<file path="config.mk">
export PLATFORM = sky130hd
export DESIGN_NAME = psosc_core
export DESIGN_NICKNAME = d
export VERILOG_FILES = /design/src/psosc_pkg.sv /design/src/psosc_core.sv
export SDC_FILE = /design/constraint.sdc
export NUM_CORES = 1
export LEC_CHECK = 0
export ABC_CLOCK_PERIOD_IN_PS = 13650
export BUFFER_PORTS_ARGS = -buffer_cell sky130_fd_sc_hd__buf_2
export CORE_ASPECT_RATIO = 0.8
export CORE_MARGIN = 5
export CORE_UTILIZATION = 62
export CTS_CLUSTER_DIAMETER = 40
export DETAILED_ROUTE_END_ITERATION = 10
export HOLD_SLACK_MARGIN = 0.08
export PLACE_DENSITY_LB_ADDON = 0.15
export RECOVER_POWER = 100
export SLEW_MARGIN = 20
export SYNTH_ARGS = -nofsm -noshare
export SYNTH_HDL_FRONTEND = slang
export SYNTH_SLANG_ARGS = --single-unit
</file>
<file path="constraint.sdc">
create_clock -name core_clk_i -period 13.65 [get_ports core_clk_i]
set_input_delay 4.095 -clock core_clk_i [delete_from_list [all_inputs] [get_ports core_clk_i]]
set_output_delay 4.095 -clock core_clk_i [all_outputs]
set_load 0.05 [all_outputs]
</file>
<file path="src/psosc_pkg.sv">
// Purpose: shared constants and carriers of the power stage sync/config slice
// Assumes: 32-bit APB, one register per aligned word
// Notes:   offsets are byte addresses on the APB bus
package psosc_pkg;
    // ------------------------------------------------------------
    // sizes
    // ------------------------------------------------------------
    localparam int NMOD  = 3;            // identical waveform modules
    localparam int NCMP  = 4;            // compare registers per module
    localparam int NPIN  = 2 * NMOD;     // two waveform pins per module
    // ------------------------------------------------------------
    // register byte offsets
    // ------------------------------------------------------------
    localparam logic [7:0] OFF_PIN_EN   = 8'h00; // output_pin_enables
    localparam logic [7:0] OFF_SYNC_SEL = 8'h04; // adc_sync_select
    localparam logic [7:0] OFF_MODE     = 8'h08; // ramp mode
    localparam logic [7:0] OFF_IRQ_EN   = 8'h0C; // interrupt enables
    localparam logic [7:0] OFF_IRQ_FLAG = 8'h10; // interrupt flags, w1c
    localparam logic [7:0] OFF_VEC      = 8'h14; // pending vector, ro
    localparam logic [7:0] OFF_CMP_BASE = 8'h20; // first compare byte
    localparam logic [7:0] OFF_CMP_LAST = 8'h7C; // last compare byte
    // compare window: module*0x20 + cmp*0x08 + {0:high,4:low}
    localparam logic [7:0] CMP_MOD_STEP = 8'h20;
    // ------------------------------------------------------------
    // reset values and fields
    // ------------------------------------------------------------
    localparam logic [7:0] PIN_EN_RST = 8'h00;
    localparam logic [7:0] SYNC_RST   = 8'h00;
    localparam logic [3:0] IRQ_EN_RST = 4'h0;
    localparam int         EOC_BIT    = 0;   // end-of-cycle flag/enable
    localparam int         FLT_LSB    = 1;   // fault flags/enables 3:1
    localparam int         MODE_BIT   = 0;   // 0 one-ramp, 1 centered
    localparam int         SYNC_W     = 2;   // selector width per module
    // ------------------------------------------------------------
    // compare index and sync selector codes
    // ------------------------------------------------------------
    localparam logic [1:0] CMP_SA = 2'h0;
    localparam logic [1:0] CMP_RA = 2'h1;
    localparam logic [1:0] CMP_SB = 2'h2;
    localparam logic [1:0] CMP_RB = 2'h3;
    localparam logic [1:0] SYN_0  = 2'h0;
    localparam logic [1:0] SYN_1  = 2'h1;
    localparam logic [1:0] SYN_2  = 2'h2;
    localparam logic [1:0] SYN_3  = 2'h3;
    // ------------------------------------------------------------
    // interrupt vectors (program addresses)
    // ------------------------------------------------------------
    localparam logic [15:0] VEC_FAULT = 16'h0004;
    localparam logic [15:0] VEC_END   = 16'h0005;
    localparam logic [15:0] VEC_NONE  = 16'h0000;
    // ------------------------------------------------------------
    // carriers
    // ------------------------------------------------------------
    typedef struct packed {
        logic        tick;               // counter took a new value
        logic        down;               // counting down (centered)
        logic [11:0] val;                // counter value
    } psosc_cnt_t;
    typedef struct packed {
        logic fault_a;                   // fault/retrigger on part a
        logic fault_b;                   // fault/retrigger on part b
    } psosc_flt_t;
endpackage : psosc_pkg
</file>
<file path="src/psosc_core.sv">
// Purpose: pin enables, adc sync select, compares and events of a
//          three-module power stage controller
// Assumes: counter and fault inputs come from logic on core_clk_i
// Notes:   apb slave, one access cycle, no wait states
//
// The APB slave port and the register offsets were decided locally.
`timescale 1ns/1ps
module psosc_core #(
    parameter int CMP_W = 12                     // compare width
) (
    input  wire logic                  core_clk_i,      // core clock
    input  wire logic                  srst_i,          // sync reset
    input  wire logic                  psel_i,          // apb select
    input  wire logic                  penable_i,       // apb enable
    input  wire logic                  pwrite_i,        // apb direction
    input  wire logic [7:0]            paddr_i,         // apb address
    input  wire logic [31:0]           pwdata_i,        // apb write data
    output logic      [31:0]           prdata_o,        // apb read data
    output logic                       pready_o,        // apb ready
    output logic                       pslverr_o,       // apb error
    input  psosc_pkg::psosc_cnt_t [2:0] cnt_i,          // module counters
    input  psosc_pkg::psosc_flt_t [2:0] flt_i,          // module fault events
    input  wire logic [5:0]            gpio_do_i,       // port data
    input  wire logic [5:0]            gpio_oe_i,       // port enable
    output logic      [5:0]            pin_do_o,        // pin data
    output logic      [5:0]            pin_oe_o,        // pin enable
    output logic      [2:0]            adc_sync_o,      // adc sync pulses
    output logic                       cycle_end_irq_o, // end irq
    output logic                       fault_irq_o,     // fault irq
    output logic      [15:0]           irq_vec_o        // pending vector
);
    localparam int NMOD = psosc_pkg::NMOD;
    localparam int NCMP = psosc_pkg::NCMP;

    // ------------------------------------------------------------
    // parameter check
    // ------------------------------------------------------------
    // the high byte must carry at least one bit and fit in the temp
    if (CMP_W < 9 || CMP_W > 16 || CMP_W > $bits(cnt_i[0].val)) begin : g_chk
        $error("CMP_W must be 9..12");
    end

    // ------------------------------------------------------------
    // state
    // ------------------------------------------------------------
    logic [7:0]       pin_en_r;                 // output_pin_enables
    logic [7:0]       sync_sel_r;               // adc_sync_select
    logic             mode_r;                   // ramp_mode_sel
    logic [3:0]       irq_en_r;                 // end + fault enables
    logic             eoc_flag_r;               // cycle_end_flag
    logic [2:0]       flt_flag_r;               // per-module fault flag
    logic [7:0]       temp_hi_r;                // shared high byte
    logic [CMP_W-1:0] cmp_r [NMOD][NCMP];       // compare values
    logic [NMOD-1:0]  wave_a_r;                 // wave_out_a
    logic [NMOD-1:0]  wave_b_r;                 // wave_out_b
    logic [31:0]      prdata_r;                 // read data
    logic             pready_r;                 // access phase ready
    logic             pslverr_r;                // unmapped answer
    logic [5:0]       pin_do_r;                 // pin data
    logic [5:0]       pin_oe_r;                 // pin enable
    logic [2:0]       adc_sync_r;               // sync pulses
    logic             end_irq_r;                // end irq line
    logic             flt_irq_r;                // fault irq line
    logic [15:0]      vec_r;                    // vector code

    // ------------------------------------------------------------
    // bus decode
    // ------------------------------------------------------------
    // compare byte address: module, compare index, low-byte flag
    function automatic logic [4:0] cmp_loc(input logic [7:0] a);
        logic [7:0] o;
        o = a - psosc_pkg::OFF_CMP_BASE;
        return {o[6:5], o[4:3], o[2]};
    endfunction : cmp_loc

    wire        setup_ph  = psel_i & ~penable_i;          // setup cycle
    wire        acc_wr    = psel_i & penable_i & pready_r & pwrite_i;
    wire        in_cmp    = paddr_i >= psosc_pkg::OFF_CMP_BASE
                          && paddr_i <= psosc_pkg::OFF_CMP_LAST
                          && paddr_i[1:0] == 2'h0;
    wire [4:0]  loc       = cmp_loc(paddr_i);
    wire [1:0]  loc_mod   = loc[4:3];
    wire [1:0]  loc_cmp   = loc[2:1];
    wire        loc_lo    = loc[0];
    wire        cmp_hit   = in_cmp && loc_mod < 2'(NMOD);
    wire        hit_pin   = paddr_i == psosc_pkg::OFF_PIN_EN;
    wire        hit_sync  = paddr_i == psosc_pkg::OFF_SYNC_SEL;
    wire        hit_mode  = paddr_i == psosc_pkg::OFF_MODE;
    wire        hit_ien   = paddr_i == psosc_pkg::OFF_IRQ_EN;
    wire        hit_flag  = paddr_i == psosc_pkg::OFF_IRQ_FLAG;
    wire        hit_vec   = paddr_i == psosc_pkg::OFF_VEC;
    wire        mapped    = hit_pin | hit_sync | hit_mode | hit_ien
                          | hit_flag | hit_vec | cmp_hit;
    wire        wr_hi     = acc_wr & cmp_hit & ~loc_lo;
    wire        wr_lo     = acc_wr & cmp_hit & loc_lo;
    // value committed by a low-byte write: temp high bits + low byte
    wire [CMP_W-1:0] commit_val = {temp_hi_r[CMP_W-9:0], pwdata_i[7:0]};

    // read selection; compare high byte shows the stored upper bits
    wire [CMP_W-1:0] cmp_rd = cmp_r[loc_mod][loc_cmp];
    wire [31:0] rd_data =
        hit_pin  ? {24'h0, pin_en_r} :
        hit_sync ? {24'h0, sync_sel_r} :
        hit_mode ? {31'h0, mode_r} :
        hit_ien  ? {28'h0, irq_en_r} :
        hit_flag ? {28'h0, flt_flag_r, eoc_flag_r} :
        hit_vec  ? {16'h0, vec_r} :
        cmp_hit  ? (loc_lo ? {24'h0, cmp_rd[7:0]}
                           : {24'h0, 8'(cmp_rd[CMP_W-1:8])}) :
        32'h0;

    // ------------------------------------------------------------
    // apb answer
    // ------------------------------------------------------------
    // data is captured at setup so every output comes from a flop
    always_ff @(posedge core_clk_i) begin
        if (srst_i) begin
            pready_r  <= 1'b0;
            pslverr_r <= 1'b0;
            prdata_r  <= 32'h0;
        end else begin
            pready_r  <= setup_ph;
            pslverr_r <= setup_ph & ~mapped;
            prdata_r  <= (setup_ph & ~pwrite_i) ? rd_data : 32'h0;
        end
    end

    // ------------------------------------------------------------
    // software registers
    // ------------------------------------------------------------
    // pin enable bit 2k is part a, 2k+1 part b; bits 7:6 unused
    always_ff @(posedge core_clk_i) begin
        if (srst_i) begin
            pin_en_r   <= psosc_pkg::PIN_EN_RST;
            sync_sel_r <= psosc_pkg::SYNC_RST;
            mode_r     <= 1'b0;
            irq_en_r   <= psosc_pkg::IRQ_EN_RST;
        end else if (acc_wr) begin
            if (hit_pin) begin
                pin_en_r <= {2'h0, pwdata_i[5:0]};
            end
            if (hit_sync) begin
                sync_sel_r <= pwdata_i[7:0];
            end
            if (hit_mode) begin
                mode_r <= pwdata_i[psosc_pkg::MODE_BIT];
            end
            if (hit_ien) begin
                irq_en_r <= pwdata_i[3:0];
            end
        end
    end

    // ------------------------------------------------------------
    // shared temporary high byte and compare commit
    // ------------------------------------------------------------
    // one temp for all compares, so interleaving two high writes loses
    // the first; software must pair high then low per register
    always_ff @(posedge core_clk_i) begin
        if (srst_i) begin
            temp_hi_r <= 8'h00;
        end else if (wr_hi) begin
            temp_hi_r <= pwdata_i[7:0];
        end
    end

    // both bytes land in the same cycle on the low write
    always_ff @(posedge core_clk_i) begin
        if (srst_i) begin
            for (int m = 0; m < NMOD; m++) begin
                for (int c = 0; c < NCMP; c++) begin
                    cmp_r[m][c] <= '0;
                end
            end
        end else if (wr_lo) begin
            cmp_r[loc_mod][loc_cmp] <= commit_val;
        end
    end

    // ------------------------------------------------------------
    // per-module compare, waveform and sync
    // ------------------------------------------------------------
    // sync selection per mode; centered 10/11 never pulses
    function automatic logic sync_pick(input logic       cent,
                                       input logic [1:0] sel,
                                       input logic [5:0] ev);
        // ev: {ra_up, ra_down, b_trail, b_lead, a_trail, a_lead}
        logic r;
        r = 1'b0;
        if (!cent) begin
            unique case (sel)
                psosc_pkg::SYN_0: r = ev[0];
                psosc_pkg::SYN_1: r = ev[1];
                psosc_pkg::SYN_2: r = ev[2];
                psosc_pkg::SYN_3: r = ev[3];
            endcase
        end else begin
            unique case (sel)
                psosc_pkg::SYN_0: r = ev[4];
                psosc_pkg::SYN_1: r = ev[5];
                psosc_pkg::SYN_2: r = 1'b0;
                psosc_pkg::SYN_3: r = 1'b0;
            endcase
        end
        return r;
    endfunction : sync_pick

    logic [NCMP-1:0] match [NMOD];               // compare hits per count
    logic [NMOD-1:0] flt_ev;                     // any fault per module

    for (genvar m = 0; m < NMOD; m++) begin : g_mod
        for (genvar c = 0; c < NCMP; c++) begin : g_cmp
            // compared on each new counter value only
            assign match[m][c] = cnt_i[m].tick
                && cnt_i[m].val[CMP_W-1:0] == cmp_r[m][c];
        end
        wire a_lead  = match[m][psosc_pkg::CMP_SA];
        wire a_trail = match[m][psosc_pkg::CMP_RA] | flt_i[m].fault_a;
        wire b_lead  = match[m][psosc_pkg::CMP_SB];
        wire b_trail = match[m][psosc_pkg::CMP_RB] | flt_i[m].fault_b;
        wire ra_dn   = match[m][psosc_pkg::CMP_RA] & cnt_i[m].down;
        wire ra_up   = match[m][psosc_pkg::CMP_RA] & ~cnt_i[m].down;
        wire [5:0] ev = {ra_up, ra_dn, b_trail, b_lead, a_trail, a_lead};
        assign flt_ev[m] = flt_i[m].fault_a | flt_i[m].fault_b;
        wire [1:0] sel = sync_sel_r[2*m +: psosc_pkg::SYNC_W];
        wire en_a = pin_en_r[2*m];
        wire en_b = pin_en_r[2*m+1];

        // waveforms: set on set match, clear wins on reset or fault
        always_ff @(posedge core_clk_i) begin
            if (srst_i) begin
                wave_a_r[m] <= 1'b0;
                wave_b_r[m] <= 1'b0;
            end else begin
                wave_a_r[m] <= ~a_trail & (a_lead | wave_a_r[m]);
                wave_b_r[m] <= ~b_trail & (b_lead | wave_b_r[m]);
            end
        end

        // pins: waveform when enabled, plain port otherwise
        always_ff @(posedge core_clk_i) begin
            if (srst_i) begin
                pin_do_r[2*m +: 2] <= 2'h0;
                pin_oe_r[2*m +: 2] <= 2'h0;
                adc_sync_r[m]      <= 1'b0;
            end else begin
                pin_do_r[2*m]   <= en_a ? wave_a_r[m] : gpio_do_i[2*m];
                pin_oe_r[2*m]   <= en_a | gpio_oe_i[2*m];
                pin_do_r[2*m+1] <= en_b ? wave_b_r[m] : gpio_do_i[2*m+1];
                pin_oe_r[2*m+1] <= en_b | gpio_oe_i[2*m+1];
                adc_sync_r[m]   <= sync_pick(mode_r, sel, ev);
            end
        end
    end

    // ------------------------------------------------------------
    // event flags, interrupt lines and vector
    // ------------------------------------------------------------
    // module 0 counter defines the end of the whole cycle
    wire       eoc_ev   = match[0][psosc_pkg::CMP_RB];
    wire       clr_wr   = acc_wr & hit_flag;
    wire       eoc_nxt  = eoc_ev | (eoc_flag_r
                        & ~(clr_wr & pwdata_i[psosc_pkg::EOC_BIT]));
    wire [2:0] flt_nxt  = flt_ev | (flt_flag_r
                        & ~({3{clr_wr}} & pwdata_i[psosc_pkg::FLT_LSB +: 3]));
    wire       end_req  = eoc_nxt & irq_en_r[psosc_pkg::EOC_BIT];
    wire       flt_req  = |(flt_nxt & irq_en_r[psosc_pkg::FLT_LSB +: 3]);

    // a set in the cycle of its clear wins, so no event is lost
    always_ff @(posedge core_clk_i) begin
        if (srst_i) begin
            eoc_flag_r <= 1'b0;
            flt_flag_r <= 3'h0;
            end_irq_r  <= 1'b0;
            flt_irq_r  <= 1'b0;
            vec_r      <= psosc_pkg::VEC_NONE;
        end else begin
            eoc_flag_r <= eoc_nxt;
            flt_flag_r <= flt_nxt;
            end_irq_r  <= end_req;
            flt_irq_r  <= flt_req;
            // fault has the lower vector number and is served first
            vec_r <= flt_req ? psosc_pkg::VEC_FAULT :
                     end_req ? psosc_pkg::VEC_END : psosc_pkg::VEC_NONE;
        end
    end

    assign prdata_o        = prdata_r;
    assign pready_o        = pready_r;
    assign pslverr_o       = pslverr_r;
    assign pin_do_o        = pin_do_r;
    assign pin_oe_o        = pin_oe_r;
    assign adc_sync_o      = adc_sync_r;
    assign cycle_end_irq_o = end_irq_r;
    assign fault_irq_o     = flt_irq_r;
    assign irq_vec_o       = vec_r;
endmodule : psosc_core

</file>
==> results by group <==
Worst setup path
  • Critical path's top delay family: buffers and inverters
  • CP Cell Sequence: buf_2 > buf_4 > inv_1 > ha_1 > clkbuf_1 > nand4_1 > nand2_1
  • Crit. End Element: flip-flop
  • CP Data Required Time: 13.78 ns
  • Critical Path Fanout Max: 58
  • Critical path type: primary input to flip-flop
  • Crit path largest cell delay: 2.38 ns
  • Critical path data arrival time: 10.57 ns
  • WP buf/inv: 4
  • WP depth: 7
  • Reg2Reg Depth: 4
  • Worst setup SP type: primary input
  • CP max stage cell: clkbuf_1

STA
  • Maximum clock frequency: 0.0958 GHz
  • Slew headroom: -128%
  • Worst-margin pin slew: 3.42 ns
  • RSZ-0062 raised after global routing: no
  • Setup TNS: 0 ns
  • Final setup vio count: 0
  • Setup Skew: 0.0147 ns
  • Final Cycle Share: 76.5%
  • Final hold violations: 0
  • WHS: 0.470 ns
  • Count of pins over their slew limit: 133
  • Fin crit period: 10.44 ns

Final layout
  • Final non-filler cell total: 1,428
  • Util after Layout: 69.8%
  • Diode count: 0
  • Area Overhead vs Synth: 11.2%
  • Fin nets: 1,240
  • Fraction of layout cells with a size suffix above 1: 16.5%

Logic synthesis
  • Async set-or-reset flop fraction in the synthesized netlist: 0%
  • Syn avg cell area: 12.2 µm²
  • Most frequent cell after synthesis: edfxtp_1
  • Post-synth top flop: edfxtp_1
  • Netlist cell types: 63
  • Post-synthesis register bit count: 254
  • Seq/Total Area, Yosys: 54.2%
  • EDFF count, synth: 192
  • Post-Syn Instances: 1,062
  • Synth top area share: 44.6%
  • Yosys Warn Count: 0
  • Syn Std Cell Area: 12,900 µm²
  • Post-synth top area cell: edfxtp_1
  • Largest cells by area after synthesis: edfxtp_1, xnor2_1, dfxtp_1, mux4_2, nor2_1
  • Post-synth top cells: edfxtp_1, nor2_1, xnor2_1

Drt
  • Initial DRT Pass Iterations: 5
  • DR iter-0 viols: 1,304
  • Vias/cell: 6.36
  • Routed WL: 37,800 µm
  • Post-DR wirelength/cell: 26.5 µm
  • Post-route ant nets: 0
  • DR vias: 9,084
  • Residual DRC: 0

Floorplanning
  • Total die area: 23,800 µm²
  • Core area: 20,600 µm²
  • Ports: 172
  • Initial Utilization: 62.8%
  • FP Rows: 47
  • Horiz. Die Dim: 171 µm
  • Chip height: 139 µm

Clocking
  • Clock Latency Late Sink: 0.51 ns
  • Total CTS buffers: 34
  • Clk pin slew, worst setup/hold paths: 0.05 ns
  • CTS sink cnt: 254
  • CTS tree: done
  • CTS H-tree lvls: 2
  • # hold bufs at CTS: 0
  • CTS resizes: 0
  • Root Driver: clkbuf_16
  • Clock buffer depth: 3
  • Post-CTS Setup Bufs: 0

Outcome
  • Failing checks: capacitance limit, slew limit
  • Status: finished, violations left

Pwr
  • Seq pwr share: 44.5%
  • Comb pwr share: 9.8%
  • Internal power: 1.45 mW
  • Max IR drop VDD: 0.116 mV
  • Final Power: 1.92 mW
  • Fraction of power spent switching nets: 24.6%
  • LEAKAGE: 5.12 nW
  • Switching power: 0.472 mW
  • P per Cell Area: 134 nW/µm²
  • Clock group share of total power: 45.7%

GRT
  • Initial antenna violation count: 0
  • Vias in the first global route: 8,611
  • Global Route Usage Sum: 31.8%
  • Largest net degree at the start of global routing: 59
  • Gr ovfl total: 0
  • First-pass GRT wire length: 55,300 µm

Placed design
  • DPL Wire Length: 28,200 µm
  • PortBufs: 109
  • Placed cells: 1,366
  • RD Place Congestion: 0.938

Min path
  • Hold crit path type: flip-flop to flip-flop
  • Hold Path Depth: 1

Run
  • Maxcap violations: 4
==> registers in the layout (all words and copies together) (netlist names) <==
register         count
adc_sync_o           3
cmp_r              192
cycle_end_irq_o      1
eoc_flag_r           1
fault_irq_o          1
flt_flag_r           3
irq_en_r             4
irq_vec_o            2
mode_r               1
pin_do_o             6
pin_en_r             6
pin_oe_o             6
prdata_o             8
pready_o             1
pslverr_o            1
sync_sel_r           8
temp_hi_r            4
wave_a_r             3
wave_b_r             3
==> logic make-up (layout without fill, tap and decap cells) <==
kind of cell	after synthesis	count (layout)	share of synthesized area, %
muxes	94	94	13.2
adders and majority gates	2	2	0.194
AOI/OAI and AO/OA	67	67	3.59
other	1	38	0.0290
buffers and inverters	143	203	5.86
DFF	254	254	54.2
xor gates and xnor gates	147	147	9.97
and+or+nand+nor	354	354	12.9
==> layout make-up <==
cell class / count / area, µm²
clock inverter: 21 / 186
inverter: 23 / 86.3
clock buffer: 41 / 951
multi-input combinational: 702 / 5250
sequential: 254 / 7010
timing repair buffer: 118 / 549
fill: 1519 / 6210
tap: 269 / 337
==> power by group through the flow <==
stage,Combinational (mW),Clock [mW],Sequential [mW]
finish,0.188,0.877,0.854
global route,0.196,0.920,0.855
CTS,0.182,0.882,0.854
detailed placement,0.181,0,0.870
global placement,0.179,0,0.869
floorplan,0.132,0,0.872
==> layer usage <==
metal | part of all wire, % | vias to the layer above | global-route usage (%)
li1 | - | 3909 | -
met1 | 40 | 4447 | 48.2
met2 | 43 | 654 | 45.0
met3 | 14 | 74 | 8.52
met4 | 3.6 | 0 | 10.5
met5 | 0 | - | 0
==> through the flow <==
step,setup slack (ns),area (µm²)
after floorplan,6.33,13100
after global routing,2.84,14400
final,3.21,14400
after detailed placement,4.49,13400
after global placement,4.59,13400
after CTS,5.03,14500
==> final timing paths <==
check | slack, ns | from | to
max | 3.21 | paddr_i[5] | cmp_r[1][10]
min | 0.47 | wave_b_r[1] | wave_b_r[1]
max reg2reg | 9.96 | pready_o | cmp_r[1][10]
min reg2reg | 0.47 | wave_b_r[1] | wave_b_r[1]
==> layout by cell type (no fill, tap or decap), types with 15 or more instances in the layout <==
| cell | count |
|---|---|
| edfxtp_1 | 192 |
| nor2_1 | 172 |
| xnor2_1 | 147 |
| buf_2 | 79 |
| nand2_1 | 63 |
| dfxtp_1 | 62 |
| clkbuf_1 | 40 |
| mux4_2 | 39 |
| conb_1 | 38 |
| clkbuf_16 | 37 |
| mux2i_1 | 34 |
| nand4_1 | 29 |
| nor4_1 | 22 |
| nand3_1 | 21 |
| inv_1 | 20 |
| a21oi_1 | 18 |
| mux4_1 | 17 |
| nor3_1 | 15 |
Power figures use the tool's default switching activity.
